`src/cef_pkg.sv`:
```
/*
  Constants and carrier types for the CAN status, timing and filter block.
  Assumes one 50 MHz clock and a synchronous reset.
*/
package cef_pkg;

  // Clock rate and derived timing
  localparam int CLK_PERIOD_NS = 20;
  // Least time the receive line must stay dominant to count as filtered wake-up activity
  localparam int WAKE_FILT_NS = 100;
  localparam int WAKE_FILT_CYC = (WAKE_FILT_NS + CLK_PERIOD_NS - 1) / CLK_PERIOD_NS;
  // Information processing time in quanta, used when phase two follows phase one
  localparam logic [3:0] IPT_TQ = 4'h2;

  // Register indices on the plain register port
  localparam logic [2:0] ADDR_FLAGS = 3'h0;
  localparam logic [2:0] ADDR_ENABLES = 3'h1;
  localparam logic [2:0] ADDR_ERRCNT = 3'h2;
  localparam logic [2:0] ADDR_CFG_ONE = 3'h3;
  localparam logic [2:0] ADDR_CFG_TWO = 3'h4;
  localparam logic [2:0] ADDR_FLT_EN = 3'h5;
  localparam logic [2:0] ADDR_FLT_PTR = 3'h6;

  // Flag and enable bit positions
  localparam int BIT_TX_BUS_OFF = 13;
  localparam int BIT_TX_PASSIVE = 12;
  localparam int BIT_RX_PASSIVE = 11;
  localparam int BIT_TX_WARN = 10;
  localparam int BIT_RX_WARN = 9;
  localparam int BIT_ANY_WARN = 8;
  localparam int BIT_INVALID = 7;
  localparam int BIT_WAKE = 6;
  localparam int BIT_ERROR = 5;
  localparam int BIT_FIFO = 3;
  localparam int BIT_RX_OVF = 2;
  localparam int BIT_RX_BUF = 1;
  localparam int BIT_TX_BUF = 0;
  // Writable enable and clear-only flag bits
  localparam logic [7:0] IRQ_BITS_MASK = 8'hEF;

  // Configuration field positions
  localparam int SJW_LSB = 6;
  localparam int PRESC_LSB = 0;
  localparam int WAKE_FILT_BIT = 14;
  localparam int PH2_LSB = 8;
  localparam int PH2_SEL_BIT = 7;
  localparam int TRIPLE_BIT = 6;
  localparam int PH1_LSB = 3;
  localparam int PROP_LSB = 0;

  // Reset values
  localparam logic [7:0] ENABLES_RST = 8'h00;
  localparam logic [7:0] CFG_ONE_RST = 8'h00;
  localparam logic [15:0] CFG_TWO_RST = 16'h0000;
  localparam logic [15:0] FLT_EN_RST = 16'hFFFF;
  localparam logic [15:0] FLT_PTR_RST = 16'h0000;

  // Fault-confinement thresholds
  localparam logic [8:0] WARN_LIMIT = 9'h060;
  localparam logic [8:0] PASSIVE_LIMIT = 9'h080;
  localparam logic [8:0] BUS_OFF_LIMIT = 9'h100;
  localparam logic [8:0] ERR_STEP_BIG = 9'h008;

  // Bit-time segments, Gray coded along sync, prop, phase one, phase two
  typedef enum logic [1:0] {SEG_SYNC = 2'h0, SEG_PROP = 2'h1, SEG_PH1 = 2'h3, SEG_PH2 = 2'h2} cef_seg_e;

  // Single-cycle events from the protocol engine and buffer logic
  typedef struct packed {
    logic invalid_msg;
    logic fifo_almost_full;
    logic rx_overflow;
    logic rx_buffer;
    logic tx_buffer;
  } cef_evt_s;

  // Single-cycle fault-confinement events from the protocol engine
  typedef struct packed {
    logic tx_error;
    logic tx_ok;
    logic rx_error;
    logic rx_error_severe;
    logic rx_ok;
    logic bus_off_recover;
  } cef_err_evt_s;

  // Decoded bit-timing settings handed to the protocol engine
  typedef struct packed {
    logic [2:0] resync_jump_width;
    logic [3:0] propagation_length;
    logic [3:0] phase_one_length;
    logic [3:0] phase_two_length;
    logic triple_sample_sel;
  } cef_timing_s;

endpackage : cef_pkg

```
`src/cef_ctl.sv`:
```
/*
  CAN status, error counts, interrupt flags, bit timing and filter control.
  Assumes one-cycle event pulses on mclk and an asynchronous receive pin.
*/
// Our own choices: the address-and-strobe port and the register addresses.
`timescale 1ns/1ps
// How it works
// - Bit 13 shows transmitter bus-off
// - Bit 12 shows transmitter error-passive
// - Bit 11 shows receiver error-passive
// - Bits 10 and 9 show warning states
// - Bit 8 shows either side warning
// - Bit 5 set by fault states, clear-only
// - Bit 7 set on invalid message
// - Bit 6 set on bus wake activity
// - Bit 3 FIFO almost full; bit 4 zero
// - Bit 2 set on receive overflow
// - Bit 1 receive, bit 0 transmit events
// - Enables mirror flag bits, upper byte zero
// - Quantum is two times prescaler plus one
// - Propagation and phase one are field plus one
// - Phase two programmable or max(phase one, IPT)
// - Sample bit chooses three samples or one
// - Wake detection optionally uses line filter
// - Filter n active only while enabled
// - Pointer selects buffer 0-14 or FIFO
// - Four pointers packed in one register
module cef_ctl (
  input wire logic mclk,
  input wire logic sys_rst,
  input wire logic [2:0] reg_addr,
  input wire logic [15:0] reg_wdata,
  input wire logic reg_wr,
  input wire logic reg_rd,
  output logic [15:0] reg_rdata,
  input wire logic can_rx_pin,
  input wire logic sleep_mode,
  input wire cef_pkg::cef_evt_s evt,
  input wire cef_pkg::cef_err_evt_s err_evt,
  output logic irq,
  output cef_pkg::cef_timing_s timing,
  output logic tq_tick,
  output logic sample_pulse,
  output logic sampled_bit,
  output logic [15:0] filter_n_enable,
  output logic [15:0] filter_dest_pointers
);

  ////////////////////////////////////////////////////////////////////////////////
  // Receive pin synchroniser and edge detection

  logic rx_meta_q; // First stage, read only by the second
  logic rx_sync_q, rx_prev_q; // Synchronised level and its previous value
  logic rx_fall; // Recessive to dominant transition
  // Two-stage synchroniser plus history flop
  always_ff @(posedge mclk)
  begin
    rx_meta_q <= sys_rst ? 1'b1 : can_rx_pin;
    rx_sync_q <= sys_rst ? 1'b1 : rx_meta_q;
    rx_prev_q <= sys_rst ? 1'b1 : rx_sync_q;
  end
  assign rx_fall = rx_prev_q & ~rx_sync_q;
  ////////////////////////////////////////////////////////////////////////////////
  // Configuration registers

  logic [7:0] ena_q, ena_d; // Interrupt enables
  logic [7:0] cfg1_q, cfg1_d; // Jump width and prescaler
  logic [15:0] cfg2_q, cfg2_d; // Segment lengths and options
  logic [15:0] flt_en_q, flt_en_d; // Acceptance filter enables
  logic [15:0] flt_ptr_q, flt_ptr_d; // Filter 0-3 destination pointers

  // Write decode for the plain writable registers
  always_comb
  begin
    ena_d = ena_q;
    cfg1_d = cfg1_q;
    cfg2_d = cfg2_q;
    flt_en_d = flt_en_q;
    flt_ptr_d = flt_ptr_q;
    if (reg_wr)
    begin
      case (reg_addr)
        cef_pkg::ADDR_ENABLES: ena_d = reg_wdata[7:0] & cef_pkg::IRQ_BITS_MASK;
        cef_pkg::ADDR_CFG_ONE: cfg1_d = reg_wdata[7:0];
        // Only the implemented bits 14 and 10-0 hold a value
        cef_pkg::ADDR_CFG_TWO: cfg2_d = reg_wdata & 16'h47FF;
        cef_pkg::ADDR_FLT_EN: flt_en_d = reg_wdata;
        cef_pkg::ADDR_FLT_PTR: flt_ptr_d = reg_wdata;
        default: ;
      endcase
    end
  end

  // Register stage for the configuration group
  always_ff @(posedge mclk)
  begin
    ena_q <= sys_rst ? cef_pkg::ENABLES_RST : ena_d;
    cfg1_q <= sys_rst ? cef_pkg::CFG_ONE_RST : cfg1_d;
    cfg2_q <= sys_rst ? cef_pkg::CFG_TWO_RST : cfg2_d;
    flt_en_q <= sys_rst ? cef_pkg::FLT_EN_RST : flt_en_d;
    flt_ptr_q <= sys_rst ? cef_pkg::FLT_PTR_RST : flt_ptr_d;
  end
  // Filter enables and pointers go straight to the acceptance logic;
  // pointer 4'hF routes to the FIFO, the rest to buffers 0-14
  assign filter_n_enable = flt_en_q;
  assign filter_dest_pointers = flt_ptr_q;
  ////////////////////////////////////////////////////////////////////////////////
  // Decoded timing fields

  logic [3:0] prop_len, ph1_len, ph2_len; // Segment lengths in quanta
  logic [2:0] sjw_len; // Jump width in quanta
  logic [6:0] presc_top; // Last count of the quantum divider
  always_comb
  begin
    sjw_len = {1'b0, cfg1_q[cef_pkg::SJW_LSB +: 2]} + 3'h1;
    prop_len = {1'b0, cfg2_q[cef_pkg::PROP_LSB +: 3]} + 4'h1;
    ph1_len = {1'b0, cfg2_q[cef_pkg::PH1_LSB +: 3]} + 4'h1;
    if (cfg2_q[cef_pkg::PH2_SEL_BIT])
      ph2_len = {1'b0, cfg2_q[cef_pkg::PH2_LSB +: 3]} + 4'h1;
    else if (ph1_len > cef_pkg::IPT_TQ)
      ph2_len = ph1_len;
    else
      ph2_len = cef_pkg::IPT_TQ;
    // 2*(P+1) clocks per quantum, counted 0..2P+1
    presc_top = {cfg1_q[cef_pkg::PRESC_LSB +: 6], 1'b1};
  end

  ////////////////////////////////////////////////////////////////////////////////
  // Quantum divider and bit-time sequencer

  logic [6:0] pc_q, pc_d; // Quantum prescaler count
  logic tq_q, tq_d; // One-cycle quantum enable
  cef_pkg::cef_seg_e seg_q, seg_d; // Current segment
  logic [3:0] tqc_q, tqc_d; // Quanta spent in the segment
  logic [2:0] ext_q, ext_d, shr_q, shr_d; // Phase one lengthening, phase two shortening
  logic resynced_q, resynced_d; // One resynchronisation per bit
  logic [2:0] hist_q, hist_d; // Line levels at the last quanta
  logic smp_q, smp_d, bit_q, bit_d; // Sample-point pulse and sampled value
  logic [3:0] ph1_end, ph2_end; // Phase one lengthened, phase two shortened
  // Segment walk, resynchronisation and sampling
  always_comb
  begin
    pc_d = pc_q + 7'h01;
    tq_d = 1'b0;
    seg_d = seg_q;
    tqc_d = tqc_q;
    ext_d = ext_q;
    shr_d = shr_q;
    resynced_d = resynced_q;
    hist_d = hist_q;
    smp_d = 1'b0;
    bit_d = bit_q;
    ph1_end = ph1_len + {1'b0, ext_q};
    ph2_end = ph2_len - {1'b0, shr_q};
    if (pc_q >= presc_top)
    begin
      pc_d = 7'h00;
      tq_d = 1'b1;
    end
    // Edge-driven resynchronisation, limited by the jump width
    if (rx_fall && !resynced_q && seg_q != cef_pkg::SEG_SYNC)
    begin
      resynced_d = 1'b1;
      if (seg_q == cef_pkg::SEG_PH2)
      begin
        // Edge late in phase two: it stands for the next sync segment
        if ((ph2_len - tqc_q) <= {1'b0, sjw_len})
        begin
          seg_d = cef_pkg::SEG_PROP;
          tqc_d = 4'h0;
          ext_d = 3'h0;
          shr_d = 3'h0;
          resynced_d = 1'b0;
          pc_d = 7'h00;
        end
        else
          shr_d = sjw_len;
      end
      else
        ext_d = sjw_len;
    end
    else if (tq_q)
    begin
      hist_d = {hist_q[1:0], rx_sync_q};
      tqc_d = tqc_q + 4'h1;
      case (seg_q)
        cef_pkg::SEG_SYNC:
        begin
          seg_d = cef_pkg::SEG_PROP;
          tqc_d = 4'h0;
          ext_d = 3'h0;
          shr_d = 3'h0;
          resynced_d = 1'b0;
        end
        cef_pkg::SEG_PROP:
          if (tqc_q + 4'h1 >= prop_len)
          begin
            seg_d = cef_pkg::SEG_PH1;
            tqc_d = 4'h0;
          end
        cef_pkg::SEG_PH1:
          if (tqc_q + 4'h1 >= ph1_end)
          begin
            // Sample point at the end of phase one
            seg_d = cef_pkg::SEG_PH2;
            tqc_d = 4'h0;
            smp_d = 1'b1;
            if (cfg2_q[cef_pkg::TRIPLE_BIT])
              bit_d = (hist_q[0] & hist_q[1]) | (hist_q[0] & rx_sync_q) | (hist_q[1] & rx_sync_q);
            else
              bit_d = rx_sync_q;
          end
        cef_pkg::SEG_PH2:
          if (tqc_q + 4'h1 >= ph2_end)
          begin
            seg_d = cef_pkg::SEG_SYNC;
            tqc_d = 4'h0;
          end
        default:
        begin
          seg_d = cef_pkg::SEG_SYNC;
          tqc_d = 4'h0;
        end
      endcase
    end
  end

  // Register stage for the sequencer
  always_ff @(posedge mclk)
  begin
    pc_q <= sys_rst ? 7'h00 : pc_d;
    tq_q <= sys_rst ? 1'b0 : tq_d;
    seg_q <= sys_rst ? cef_pkg::SEG_SYNC : seg_d;
    tqc_q <= sys_rst ? 4'h0 : tqc_d;
    ext_q <= sys_rst ? 3'h0 : ext_d;
    shr_q <= sys_rst ? 3'h0 : shr_d;
    resynced_q <= sys_rst ? 1'b0 : resynced_d;
    hist_q <= sys_rst ? 3'h7 : hist_d;
    smp_q <= sys_rst ? 1'b0 : smp_d;
    bit_q <= sys_rst ? 1'b1 : bit_d;
  end
  assign tq_tick = tq_q;
  assign sample_pulse = smp_q;
  assign sampled_bit = bit_q;
  ////////////////////////////////////////////////////////////////////////////////
  // Wake-up detection

  logic [3:0] wk_cnt_q, wk_cnt_d; // Dominant run length
  logic wk_evt; // Wake activity seen this cycle

  // Filtered mode needs a dominant run, so glitches cannot wake the node
  always_comb
  begin
    wk_cnt_d = wk_cnt_q;
    wk_evt = 1'b0;
    if (rx_sync_q)
      wk_cnt_d = 4'h0;
    else if (wk_cnt_q != 4'hF)
      wk_cnt_d = wk_cnt_q + 4'h1;
    if (sleep_mode)
    begin
      if (cfg2_q[cef_pkg::WAKE_FILT_BIT])
        wk_evt = !rx_sync_q && (wk_cnt_q == 4'(cef_pkg::WAKE_FILT_CYC - 1));
      else
        wk_evt = rx_fall;
    end
  end

  always_ff @(posedge mclk)
  begin
    wk_cnt_q <= sys_rst ? 4'h0 : wk_cnt_d;
  end

  ////////////////////////////////////////////////////////////////////////////////
  // Fault confinement counters

  logic [8:0] tec_q, tec_d; // Transmit errors, reaches 256 at bus-off
  logic [7:0] rec_q, rec_d; // Receive errors, saturating
  logic [5:0] fstate; // Status bits 13 down to 8

  // Counter updates; bus-off holds until the recovery event
  always_comb
  begin
    tec_d = tec_q;
    rec_d = rec_q;
    if (err_evt.bus_off_recover)
    begin
      tec_d = 9'h000;
      rec_d = 8'h00;
    end
    else
    begin
      if (tec_q < cef_pkg::BUS_OFF_LIMIT)
      begin
        if (err_evt.tx_error)
          tec_d = tec_q + cef_pkg::ERR_STEP_BIG;
        else if (err_evt.tx_ok && tec_q != 9'h000)
          tec_d = tec_q - 9'h001;
      end
      if (err_evt.rx_error_severe)
        rec_d = (rec_q > 8'hF7) ? 8'hFF : rec_q + 8'h08;
      else if (err_evt.rx_error && rec_q != 8'hFF)
        rec_d = rec_q + 8'h01;
      else if (err_evt.rx_ok && rec_q != 8'h00)
        rec_d = (rec_q > 8'h7F) ? 8'h77 : rec_q - 8'h01;
    end
    if (tec_d > cef_pkg::BUS_OFF_LIMIT)
      tec_d = cef_pkg::BUS_OFF_LIMIT;
  end

  always_ff @(posedge mclk)
  begin
    tec_q <= sys_rst ? 9'h000 : tec_d;
    rec_q <= sys_rst ? 8'h00 : rec_d;
  end
  // Thresholds 96, 128 and 256
  always_comb
  begin
    fstate[5] = tec_q >= cef_pkg::BUS_OFF_LIMIT;
    fstate[4] = !fstate[5] && tec_q >= cef_pkg::PASSIVE_LIMIT;
    fstate[3] = {1'b0, rec_q} >= cef_pkg::PASSIVE_LIMIT;
    fstate[2] = tec_q >= cef_pkg::WARN_LIMIT;
    fstate[1] = {1'b0, rec_q} >= cef_pkg::WARN_LIMIT;
    fstate[0] = fstate[2] | fstate[1];
  end

  ////////////////////////////////////////////////////////////////////////////////
  // Interrupt flags, request and read port

  logic [7:0] flag_q, flag_d; // Sticky flags, bit 4 always zero
  logic [5:0] fstate_q; // Previous fault states for rising detect
  logic [7:0] set_v; // Hardware set requests
  logic irq_q, irq_d; // Registered interrupt request
  logic [15:0] rdata_q, rdata_d; // Read data, valid the cycle after the strobe

  // Set wins over a clearing write in the same cycle
  always_comb
  begin
    set_v = 8'h00;
    set_v[cef_pkg::BIT_INVALID] = evt.invalid_msg;
    set_v[cef_pkg::BIT_WAKE] = wk_evt;
    set_v[cef_pkg::BIT_ERROR] = |(fstate & ~fstate_q);
    set_v[cef_pkg::BIT_FIFO] = evt.fifo_almost_full;
    set_v[cef_pkg::BIT_RX_OVF] = evt.rx_overflow;
    set_v[cef_pkg::BIT_RX_BUF] = evt.rx_buffer;
    set_v[cef_pkg::BIT_TX_BUF] = evt.tx_buffer;
    flag_d = flag_q;
    if (reg_wr && reg_addr == cef_pkg::ADDR_FLAGS)
      flag_d = flag_q & reg_wdata[7:0];
    flag_d = (flag_d | set_v) & cef_pkg::IRQ_BITS_MASK;
    irq_d = |(flag_d & ena_q);
    rdata_d = 16'h0000;
    if (reg_rd)
    begin
      case (reg_addr)
        cef_pkg::ADDR_FLAGS: rdata_d = {2'b00, fstate, flag_q};
        cef_pkg::ADDR_ENABLES: rdata_d = {8'h00, ena_q};
        cef_pkg::ADDR_ERRCNT: rdata_d = {(tec_q[8] ? 8'hFF : tec_q[7:0]), rec_q};
        cef_pkg::ADDR_CFG_ONE: rdata_d = {8'h00, cfg1_q};
        cef_pkg::ADDR_CFG_TWO: rdata_d = cfg2_q;
        cef_pkg::ADDR_FLT_EN: rdata_d = flt_en_q;
        cef_pkg::ADDR_FLT_PTR: rdata_d = flt_ptr_q;
        default: rdata_d = 16'h0000;
      endcase
    end
  end

  always_ff @(posedge mclk)
  begin
    flag_q <= sys_rst ? 8'h00 : flag_d;
    fstate_q <= sys_rst ? 6'h00 : fstate;
    irq_q <= sys_rst ? 1'b0 : irq_d;
    rdata_q <= sys_rst ? 16'h0000 : rdata_d;
  end
  assign irq = irq_q;
  assign reg_rdata = rdata_q;

  ////////////////////////////////////////////////////////////////////////////////
  // Timing settings output, registered for a clean hand-off

  cef_pkg::cef_timing_s timing_q; // Decoded settings

  always_ff @(posedge mclk)
  begin
    if (sys_rst)
      timing_q <= '0;
    else
      timing_q <= {sjw_len, prop_len, ph1_len, ph2_len, cfg2_q[cef_pkg::TRIPLE_BIT]};
  end
  assign timing = timing_q;
endmodule : cef_ctl

```
`config.mk`:
```
export PLATFORM = sky130hd
export DESIGN_NAME = cef_ctl
export DESIGN_NICKNAME = d
export VERILOG_FILES = /design/src/cef_pkg.sv /design/src/cef_ctl.sv
export SDC_FILE = /design/constraint.sdc
export NUM_CORES = 1
export LEC_CHECK = 0
export ABC_AREA = 1
export BUFFER_PORTS_ARGS = -buffer_cell sky130_fd_sc_hd__buf_2
export CORE_ASPECT_RATIO = 1.75
export CORE_MARGIN = 3
export CORE_UTILIZATION = 35
export CTS_CLUSTER_SIZE = 16
export DETAILED_ROUTE_END_ITERATION = 6
export GPL_ROUTABILITY_DRIVEN = 0
export PLACE_DENSITY = 0.53
export SETUP_SLACK_MARGIN = 0.15
export SYNTH_ARGS = -nofsm -noshare
export SYNTH_HDL_FRONTEND = slang
export SYNTH_SLANG_ARGS = --single-unit
```
`constraint.sdc`:
```
create_clock -name mclk -period 5.3 [get_ports mclk]
set_input_delay 1.06 -clock mclk [delete_from_list [all_inputs] [get_ports mclk]]
set_output_delay 1.06 -clock mclk [all_outputs]
set_load 0.01 [all_outputs]
```
==> out/qor.csv <==
metric,value,unit
worst-case clock buffer depth,2,
cell taking the most area after synthesis,dfxtp_1,
Final Hold Vio Count,0,
routed vias,7121,
H-tree levels,4,
crit start category,flip-flop,
most common cell in the synthesized netlist,dfxtp_1,
Die ar.,23630,um^2
Post-synth EDFFs,0,
Max-Cap Viols,0,
# diodes,0,
post_cts resized,0,
Synth top cells by count,"dfxtp_1, nand2_1, inv_1",
CTS tree,built,
dpl hpwl,17510,um
WL per Instance,16.66,um
grt ovf,0,
worst path required time,5.61,ns
"CTS clk-pin slew, worst paths",0.06,ns
Crit Reg-Reg Startpoint,cfg2_q[3],
leakage,3.960,nW
die width,117.5,um
status,"complete, no violations",
hold slack,0.4145,ns
Die Span Y,201.1,um
worst slew pin tran,1.189,ns
synth warn,0,
# DRC,0,
Synth cell types,54,
Core ar.,21110,um^2
Final Cycle Share,63.08,%
min-delay src,rx_meta_q,
TritonCTS buffer count,17,
Slew headroom,20.65,%
Power Density,331.4,nW/um^2
Max Slew Vio Count,0,
number of global-route vias before repair,7096,
Syn Inst Count,998,
gr usage total,19.84,%
initial antenna violation count,0,
Tmin final,3.343,ns
Initial Util,36.07,%
cts hold-fix bufs,0,
Clock Latency Late Sink,0.43,ns
Max Freq,299.1,MHz
ys async rst share,0,%
Final setup viols,0,
setup TNS,0,ns
HP Class,flip-flop to flip-flop,
First DRT Iteration DRCs,342,
Top Ports,104,
Yosys reg bits,154,
"top cells by area, synth","dfxtp_1, ha_1, a21oi_1, nand2_1, o21ai_0",
CP endpoint kind,flip-flop,
register area share after synthesis,40.49,%
first-pass GRT wire length,37450,um
share of layout cells above drive strength 1,17.07,%
VDD IR max,0.1489,mV
Mapped Area,7614,um^2
drt pass-1 iters,5,
Nets,1180,
row count,70,
Post-synth top flop,dfxtp_1,
pin count of the biggest net entering global routing,62,
CP max FO,6,
number of setup buffers added after CTS,0,
CTS Sinks,154,
skew final,0.01313,ns
syn nets,1084,
WS Path Type,flip-flop to flip-flop,
Syn Area/Cell,7.629,um^2
I/O Buffers,103,
Final ANT Viol Nets,0,
Vias/cell,5.105,
CP startpoint,cfg2_q[3],
Yosys top cell area share,40.49,%
Routed WL,23240,um
crit path DAT,3.66,ns
P&R area growth vs syn,17.52,%
clock tree root buffer cell,clkbuf_16,
RSZ-0062 raised after global routing,false,
## per-layer routing
metal	global-route usage [%]	wire [um]	part of all wire, %
met4	7.757	706	3.0
met1	22.27	9407	40
met2	37.02	12090	52
met5	0	0	0
met3	3.403	1033	4.4
## critical path, cell delays in order, from the launching register on
cell     delay, ns
dfxtp_1       0.36
ha_1          0.36
inv_1         0.07
a31oi_1       0.31
inv_1         0.16
fa_1          0.50
inv_1         0.04
ha_1          0.29
a21oi_1       0.16
nor2_1        0.08
o21ai_4       0.14
nand3_4       0.14
o21ai_4       0.22
nand3_2       0.14
nand2_1       0.07
o21ai_1       0.05
and2_1        0.13
## area by class of cell
class                   instances  area [um^2]
repair buffers                105        530.5
well taps                     288        360.3
clock buffers                  20        456.7
flip-flops and latches        154         3083
fillers                      2209        12160
clock inverters                12        116.4
multi-input cells             682         3895
inverters                     134        505.5
## registers in the layout, indices dropped and copies added (netlist names), 3 cells and up
| register | flops |
|---|---|
| filter_dest_pointers | 16 |
| filter_n_enable | 16 |
| reg_rdata | 16 |
| timing | 16 |
| cfg2_q | 12 |
| tec_q | 9 |
| cfg1_q | 8 |
| rec_q | 8 |
| ena_q | 7 |
| flag_q | 7 |
| pc_q | 7 |
| fstate_q | 6 |
| tqc_q | 4 |
| wk_cnt_q | 4 |
| ext_q | 3 |
| shr_q | 3 |
## kinds of logic after synthesis
family | after synthesis | synth area share, %
AO/OA/AOI/OAI | 266 | 19.54
XOR/XNOR | 22 | 2.531
adder cells (fa/ha/maj) | 50 | 8.513
buffers and inverters | 162 | 8.348
flip-flops | 154 | 40.49
AND/OR/NAND/NOR | 344 | 20.58
## power breakdown
part	internal (mW)	switching, mW	total (mW)
sequential	1.22	0.0582	1.28
clock	0.677	0.516	1.19
combinational	0.177	0.313	0.490
## stage by stage
stage | util, % | std cells | setup slack (ns) | total power, mW | cell area (um^2)
after floorplan | - | 998 | 2.322 | 1.648 | 7614
after global placement | 39.67 | 1363 | 1.895 | 1.796 | 8374
after detailed placement | 39.67 | 1363 | 1.798 | 1.799 | 8374
after CTS | 42.39 | 1395 | 1.920 | 2.989 | 8947
after global routing | 42.39 | 1395 | 1.736 | 3.115 | 8947
final | 42.39 | 1395 | 1.957 | 2.965 | 8947
## path summary, 6_finish.rpt
check,to,slack (ns),cells after the start
worst min-delay path,rx_sync_q,0.41,1
worst max register to register,seg_q[1],1.96,16
worst max-delay path,seg_q[1],1.96,16
worst min register to register,rx_sync_q,0.41,1
## cells in the final DEF, fill, tap and decap left out, types with 4 or more instances in the layout
cell / instances
a2111oi_0: 5
a21oi_1: 108
a221oi_1: 9
a31oi_1: 4
buf_2: 103
clkbuf_16: 17
clkinv_4: 4
dfxtp_1: 154
ha_1: 47
inv_1: 114
inv_2: 16
nand2_1: 127
nand2_2: 11
nand3_1: 60
nand3_2: 7
nand4_1: 8
nor2_1: 99
nor2_2: 5
nor3_1: 9
nor3_2: 4
o21ai_0: 93
o21ai_1: 10
o22ai_1: 17
xnor2_1: 7
xor2_1: 15
No activity file was read; power rests on OpenSTA's default activity.
